<file path="src/verilog/sdg_pkg.sv">
// Constants and carrier types for the three-channel step and direction generator.
// Assumes register ports address one 32-bit register per index.
package sdg_pkg;
  // ==========================================================================
  // Register indices
  localparam logic [5:0] IDX_RATE0   = 6'h12;
  localparam logic [5:0] IDX_COUNT0  = 6'h15;
  localparam logic [5:0] IDX_TARGET0 = 6'h18;
  localparam logic [5:0] IDX_CONFIG  = 6'h23;
  // ==========================================================================
  // Configuration field layout, one group of bits per channel
  localparam int CFG_BITS_PER_CH = 4;
  localparam int CFG_ENABLE      = 0;
  localparam int CFG_CONTINUOUS  = 1;
  localparam int CFG_STEP_POL    = 2;
  localparam int CFG_DIR_POL     = 3;
  localparam logic [31:0] RESET_WORD = 32'h0000_0000;
  localparam int DATA_W = 32;
  localparam int IDX_W  = 6;
  // ==========================================================================
  // Carriers
  typedef struct packed {
    logic              we;
    logic              re;
    logic [IDX_W-1:0]  idx;
    logic [DATA_W-1:0] wdata;
  } sdg_req_t;
  typedef struct packed {
    logic              valid;
    logic [DATA_W-1:0] data;
  } sdg_rsp_t;
endpackage : sdg_pkg

</file>
<file path="src/verilog/sdg_step_dir_gen.sv">
// Step and direction generator with two register ports (network side, process data side).
// Assumes both ports run on clk_sys_i; requests are single-cycle strobes.
`timescale 1ns/1ps
`default_nettype none
module sdg_step_dir_gen #(
  parameter int NUM_CH = 3
) (
  input  wire logic              clk_sys_i,
  input  wire logic              rstn_i,
  input  wire logic              ce_i,
  input  wire sdg_pkg::sdg_req_t net_req_i,
  output var  sdg_pkg::sdg_rsp_t net_rsp_o,
  input  wire sdg_pkg::sdg_req_t pdi_req_i,
  output var  sdg_pkg::sdg_rsp_t pdi_rsp_o,
  output logic [NUM_CH-1:0]      pulse_out_o,
  output logic [NUM_CH-1:0]      pulse_out_inv_o,
  output logic [NUM_CH-1:0]      dir_out_o,
  output logic [NUM_CH-1:0]      dir_out_inv_o
);
  localparam int CFG_W = NUM_CH * sdg_pkg::CFG_BITS_PER_CH;

  // ==========================================================================
  // Elaboration check
  // The fixed index spacing only holds three channels; the configuration word holds up to eight.
  if (NUM_CH < 1 || NUM_CH > 3) begin : g_bad_ch
    $error("sdg_step_dir_gen supports one to three channels");
  end

  // All configuration groups must fit in one data word.
  if (CFG_W > sdg_pkg::DATA_W) begin : g_bad_cfg
    $error("sdg_step_dir_gen configuration does not fit one word");
  end

  // Rate, count and target blocks must not overlap one another.
  if (sdg_pkg::IDX_RATE0 + NUM_CH > sdg_pkg::IDX_COUNT0 ||
      sdg_pkg::IDX_COUNT0 + NUM_CH > sdg_pkg::IDX_TARGET0) begin : g_bad_map
    $error("sdg_step_dir_gen register blocks overlap");
  end

  // ==========================================================================
  // Configuration register
  logic [CFG_W-1:0] cfg_q;
  always_ff @(posedge clk_sys_i or negedge rstn_i) begin
    if (!rstn_i) begin
      cfg_q <= '0;
    end else if (ce_i) begin
      // The network side wins when both ports write the same cycle.
      if (net_req_i.we && net_req_i.idx == sdg_pkg::IDX_CONFIG) begin
        cfg_q <= net_req_i.wdata[CFG_W-1:0];
      end else if (pdi_req_i.we && pdi_req_i.idx == sdg_pkg::IDX_CONFIG) begin
        cfg_q <= pdi_req_i.wdata[CFG_W-1:0];
      end
    end
  end

  // ==========================================================================
  // Channels
  logic [31:0] rate_q   [NUM_CH];
  logic [31:0] count_q  [NUM_CH];
  logic [31:0] target_q [NUM_CH];

  for (genvar g = 0; g < NUM_CH; g++) begin : g_ch
    localparam logic [5:0] RATE_IDX   = 6'(sdg_pkg::IDX_RATE0 + g);
    localparam logic [5:0] TARGET_IDX = 6'(sdg_pkg::IDX_TARGET0 + g);
    localparam int CB = g * sdg_pkg::CFG_BITS_PER_CH;

    logic        net_rate_wr;
    logic        pdi_rate_wr;
    logic        net_tgt_wr;
    logic        pdi_tgt_wr;
    logic        enable;
    logic        continuous;
    logic        step_pol;
    logic        dir_pol;
    logic        negative;
    logic [31:0] magnitude;
    logic [32:0] acc_sum;
    logic [31:0] acc_q;
    logic        step_fire;

    assign net_rate_wr = net_req_i.we && net_req_i.idx == RATE_IDX;
    assign pdi_rate_wr = pdi_req_i.we && pdi_req_i.idx == RATE_IDX;
    assign net_tgt_wr  = net_req_i.we && net_req_i.idx == TARGET_IDX;
    assign pdi_tgt_wr  = pdi_req_i.we && pdi_req_i.idx == TARGET_IDX;
    assign enable      = cfg_q[CB + sdg_pkg::CFG_ENABLE];
    assign continuous  = cfg_q[CB + sdg_pkg::CFG_CONTINUOUS];
    assign step_pol    = cfg_q[CB + sdg_pkg::CFG_STEP_POL];
    assign dir_pol     = cfg_q[CB + sdg_pkg::CFG_DIR_POL];
    assign negative    = rate_q[g][31];
    // The most negative rate keeps a magnitude of two to the 31st.
    always_comb begin
      if (negative) begin
        magnitude = 32'(-rate_q[g]);
      end else begin
        magnitude = rate_q[g];
      end
    end

    assign acc_sum     = {1'b0, acc_q} + {1'b0, magnitude};
    // Stepping needs an enabled channel and pulses left, unless continuous.
    assign step_fire   = enable && acc_sum[32]
                         && (continuous || target_q[g] != 32'h0000_0000);

    always_ff @(posedge clk_sys_i or negedge rstn_i) begin
      if (!rstn_i) begin
        rate_q[g] <= sdg_pkg::RESET_WORD;
      end else if (ce_i) begin
        if (net_rate_wr) begin
          rate_q[g] <= net_req_i.wdata;
        end else if (pdi_rate_wr) begin
          rate_q[g] <= pdi_req_i.wdata;
        end
      end
    end

    // A disabled channel holds its phase at zero so it restarts cleanly.
    always_ff @(posedge clk_sys_i or negedge rstn_i) begin
      if (!rstn_i) begin
        acc_q <= 32'h0000_0000;
      end else if (ce_i) begin
        acc_q <= enable ? acc_sum[31:0] : 32'h0000_0000;
      end
    end

    always_ff @(posedge clk_sys_i or negedge rstn_i) begin
      if (!rstn_i) begin
        count_q[g] <= sdg_pkg::RESET_WORD;
      end else if (ce_i && step_fire) begin
        count_q[g] <= negative ? count_q[g] - 32'h0000_0001
                               : count_q[g] + 32'h0000_0001;
      end
    end

    // A write in the same cycle as a pulse replaces the target outright.
    always_ff @(posedge clk_sys_i or negedge rstn_i) begin
      if (!rstn_i) begin
        target_q[g] <= sdg_pkg::RESET_WORD;
      end else if (ce_i) begin
        if (net_tgt_wr) begin
          target_q[g] <= net_req_i.wdata;
        end else if (pdi_tgt_wr) begin
          target_q[g] <= pdi_req_i.wdata;
        end else if (step_fire && !continuous) begin
          target_q[g] <= target_q[g] - 32'h0000_0001;
        end
      end
    end

    // Step pair; both pins come from flip-flops so they never glitch apart.
    always_ff @(posedge clk_sys_i or negedge rstn_i) begin
      if (!rstn_i) begin
        pulse_out_o[g]     <= 1'b0;
        pulse_out_inv_o[g] <= 1'b1;
      end else if (ce_i) begin
        pulse_out_o[g]     <= step_fire ^ step_pol;
        pulse_out_inv_o[g] <= ~(step_fire ^ step_pol);
      end
    end

    // Direction pair follows the sign even while the channel is disabled.
    always_ff @(posedge clk_sys_i or negedge rstn_i) begin
      if (!rstn_i) begin
        dir_out_o[g]     <= 1'b0;
        dir_out_inv_o[g] <= 1'b1;
      end else if (ce_i) begin
        dir_out_o[g]     <= negative ^ dir_pol;
        dir_out_inv_o[g] <= ~(negative ^ dir_pol);
      end
    end
  end

  // ==========================================================================
  // Read paths
  // Write-only registers and unmapped indices read as zero.
  function automatic logic [31:0] read_word(input logic [5:0] idx);
    logic [31:0] v;
    v = 32'h0000_0000;
    for (int c = 0; c < NUM_CH; c++) begin
      if (idx == 6'(sdg_pkg::IDX_COUNT0 + c)) begin
        v = count_q[c];
      end
      if (idx == 6'(sdg_pkg::IDX_TARGET0 + c)) begin
        v = target_q[c];
      end
    end
    return v;
  endfunction : read_word

  always_ff @(posedge clk_sys_i or negedge rstn_i) begin
    if (!rstn_i) begin
      net_rsp_o <= '0;
    end else if (ce_i) begin
      net_rsp_o.valid <= net_req_i.re;
      net_rsp_o.data  <= net_req_i.re ? read_word(net_req_i.idx) : 32'h0000_0000;
    end
  end

  always_ff @(posedge clk_sys_i or negedge rstn_i) begin
    if (!rstn_i) begin
      pdi_rsp_o <= '0;
    end else if (ce_i) begin
      pdi_rsp_o.valid <= pdi_req_i.re;
      pdi_rsp_o.data  <= pdi_req_i.re ? read_word(pdi_req_i.idx) : 32'h0000_0000;
    end
  end
endmodule : sdg_step_dir_gen
`default_nettype wire

</file>
<file path="config.mk">
export PLATFORM = sky130hd
export DESIGN_NAME = sdg_step_dir_gen
export DESIGN_NICKNAME = d
export VERILOG_FILES = /design/src/verilog/sdg_pkg.sv /design/src/verilog/sdg_step_dir_gen.sv
export SDC_FILE = /design/constraint.sdc
export NUM_CORES = 2
export LEC_CHECK = 0
export BUFFER_PORTS_ARGS = -buffer_cell sky130_fd_sc_hd__buf_2
export CAP_MARGIN = 20
export CORE_MARGIN = 2
export CORE_UTILIZATION = 30
export CTS_BUF_LIST = sky130_fd_sc_hd__clkbuf_4
export DETAILED_ROUTE_END_ITERATION = 10
export GPL_TIMING_DRIVEN = 0
export RECOVER_POWER = 25
export SYNTH_ARGS = -nofsm -noshare
export SYNTH_HDL_FRONTEND = slang
export SYNTH_SLANG_ARGS = --single-unit
</file>
<file path="constraint.sdc">
create_clock -name clk_sys_i -period 15.9 [get_ports clk_sys_i]
set_clock_uncertainty 0.2 [all_clocks]
set_input_delay 2.385 -clock clk_sys_i [delete_from_list [all_inputs] [get_ports clk_sys_i]]
set_output_delay 2.385 -clock clk_sys_i [all_outputs]
set_load 0.02 [all_outputs]
</file>
==> out/metrics.yaml <==
outcome: "finished with violations"
violations: "capacitance limit, slew limit"
place_ws_ps: 9612
htreeDepth: 4
tns_ps: 0
track_usage_pct: 22.61
chipHeight_um: 347.2
path_cells: "clkbuf_1"
layout.nets: 4639
synth-seq-cells: 474
p_leak_nw: 18.23
synth_edf_count: 0
cts_resized: 0
p_sw_share_pct: 38.59
drtIter0Drc: 3728
rsz0062_at_grt: "no"
required_ps: 15510
ir_drop_mv: 0.08076
min_period_ps: 6906
hold_violations: 0
crit_path_max_fanout: 92
first_global_vias: 33140
max_cap_viol_count: 1
ys_warn_count: 0
clk_latency_ps: 1150
cts.clk_slew.worst_paths_ps: 60
power-per-cell-area_nw_per_um2: 99.18
coreArea_um2: 116500
grt_pass1_wl_um: 207400
crit_slowest_cell: "clkbuf_1"
cts_inserted_buffers: 141
overflow: 0
relSlewSlack_pct: -286.8
path_class: "in2async"
cts_tree: "built"
io-pin-count: 161
drt-pass1-iter-count: 7
area_delta_synth_final_pct: 13.47
crit_buf_inv: 1
power.internal_mw: 2.441
synth_top_area_share_pct: 33.15
gp_congestion: 0.9903
hold_buffers: 0
clkSinkCount: 474
synth-async-reset-ratio_pct: 100.0
grt_max_degree: 114
clock_path_buffers: 3
fmax_ghz: 0.1448
antenna_found_initial: 20
hold_class: "reg2reg"
syn_inst: 4042
hpwl_um: 108100
row_count: 125
slowest_delay_ps: 3960
ant_nets: 0
netlist_area_um2: 35330
cts_root_buf: "clkbuf_4"
routedWlPerCell_um: 23.31
p_clk_share_pct: 31.2
setup_violations: 0
synth_cell_types: 95
synthFlopType: "dfrtp_1"
power_frac_seq_pct: 37.7
synth_largest_area_cell: "dfrtp_1"
die_w_um: 347.2
crit_arrival_ps: 6520
cts_setup_buffers: 0
die-area_um2: 120500
avgSynthCellArea_um2: 8.740
path_delay_family: "buffers and inverters"
startpoint_type: "primary input"
combPwrFrac_pct: 31.1
routed_via_density: 5.765
grt_busiest_layer: "met2"
wl_um: 139800
ys_top_cells_by_area: "dfrtp_1 (33%), ha_1 (6.8%), xnor2_1 (5.7%)"
period_share_pct: 43.44
drc: 0
syn_nets: 4323
setup_slack_ps: 8994
num_vias: 34560
drive_above_1_share_pct: 12.58
yosysSeqAreaShare_pct: 33.60
fillers: 12170
grt.met2_usage_pct: 33.80
start_util_pct: 30.32
p_switching_mw: 1.534
grtUsageMet1_pct: 30.89
tightestPinTransition_ps: 5802
cp-end-kind: "async pin"
numPortBuffers: 158
grt_util_met3_pct: 5.614
finalMaxSlewViolations: 93
[synthesized netlist by cell type (22+ instances only)]
| cell | n |
|---|---|
| or3_1 | 27 |
| a221oi_1 | 60 |
| a31oi_1 | 29 |
| a222oi_1 | 23 |
| nand3_1 | 62 |
| o21ai_0 | 337 |
| mux2i_1 | 125 |
| or4_1 | 26 |
| o21bai_1 | 27 |
| a21oi_1 | 316 |
| a22oi_1 | 74 |
| inv_1 | 98 |
| o31ai_1 | 47 |
| nor2b_1 | 30 |
| o2bb2ai_1 | 127 |
| xor2_1 | 90 |
| ha_1 | 192 |
| o41ai_1 | 24 |
| clkbuf_1 | 215 |
| a21o_1 | 91 |
| nand2_1 | 444 |
| nor2_1 | 230 |
| nand2b_1 | 30 |
| xnor2_1 | 230 |
| nand4_1 | 28 |
| and3_1 | 26 |
| o21a_1 | 22 |
| dfrtp_1 | 468 |
| nor4_1 | 36 |
| mux2_2 | 96 |
| a211oi_1 | 83 |
| nor3_1 | 63 |
[path summary, 6_finish.rpt]
check | from | to | slack [ps] | cells past startpoint
setup / recovery | rstn_i | count_q[93] | 8990 | 1
hold / removal | dir_out_inv_o[1] | dir_out_inv_o[1] | 270 | 2
setup reg to reg | g_ch[1].negative | target_q[37] | 9490 | 17
hold reg to reg | dir_out_inv_o[1] | dir_out_inv_o[1] | 270 | 2
max in group clk_sys_i | g_ch[1].negative | target_q[37] | 9490 | 17
min in group asynchronous | rstn_i | g_ch[0].acc_q[16] | 3220 | 1
[cell families (layout without fill, tap and decap cells)]
family,after synthesis,after routing,synth area share (%)
muxes,224,224,6.698
other,0,11,0
DFF,474,474,33.60
adders and majority gates,198,198,7.140
buffers and inverters,346,764,3.804
xor gates and xnor gates,320,320,7.934
AOI/OAI and AO/OA,1389,1389,26.13
and+or+nand+nor,1091,1091,14.70
[routing by layer]
layer	wire length [µm]	vias to the layer above
met2	59530	1627
met5	127	-
met1	60350	16910
met4	5041	20
met3	14720	259
li1	-	15750
[worst min-delay path, delay by kind of cell (launching register included)]
kind,cells,cell delay [ps]
DFF,1,370
AOI/OAI and AO/OA,1,60
buffers and inverters,1,40
[area by class of cell]
class	count	area [µm²]	share of cell area (%)
Clock buffer	202	1516	3.783
Buffer	247	972.2	2.425
Inverter	99	371.6	0.9271
Multi-Input combinational cell	3222	22120	55.18
Timing Repair Buffer	173	1047	2.613
Tap cell	1524	1907	4.757
Antenna cell	11	27.53	0.06867
Sequential cell	474	11870	29.61
Clock inverter	43	252.7	0.6305
[layout by cell type (no fill, tap or decap), types with 27 or more instances in the layout]
cell / count
dfrtp_1: 467
nand2_1: 444
o21ai_0: 337
a21oi_1: 316
nor2_1: 230
xnor2_1: 230
clkbuf_1: 216
clkbuf_4: 203
ha_1: 192
buf_2: 176
o2bb2ai_1: 127
mux2i_1: 125
inv_1: 98
mux2_2: 96
a21o_1: 91
xor2_1: 90
a211oi_1: 83
a22oi_1: 74
nor3_1: 63
nand3_1: 62
a221oi_1: 60
o31ai_1: 47
nor4_1: 36
nand2b_1: 30
nor2b_1: 30
a31oi_1: 29
nand4_1: 28
clkinv_1: 28
or3_1: 27
o21bai_1: 27
[power by group through the flow]
stage	Clock, mW	Combinational [mW]	Sequential (mW)
2_1_floorplan	0	0.888	1.45
3_3_place_gp	0	1.19	1.51
3_5_place_dp	0	1.22	1.51
4_1_cts	1.27	1.22	1.49
5_1_grt	1.33	1.38	1.51
6_report	1.24	1.24	1.50
[per-stage QoR]
step | area [µm²] | hold WS (ps) | cells | util (%) | total power [mW]
floorplan | 35330 | 252.8 | 4042 | - | 2.337
global placement | 38020 | 259.1 | 5724 | 32.63 | 2.696
detailed placement | 38290 | 261.7 | 5738 | 32.86 | 2.724
CTS | 40060 | 273.0 | 5983 | 34.38 | 3.976
global route | 40060 | 292.7 | 5986 | 34.38 | 4.207
finish | 40080 | 269.4 | 5995 | 34.40 | 3.976
[flip-flops by register name, summed over array words and instances (netlist names), 12 cells and up]
| name | cells |
|---|---|
| count_q | 96 |
| pdi_rsp_o | 33 |
| cfg_q | 12 |
| target_q | 96 |
| net_rsp_o | 33 |
| rate_q | 93 |
| g_ch.acc_q | 96 |
No activity file was read; power rests on OpenSTA's default activity.
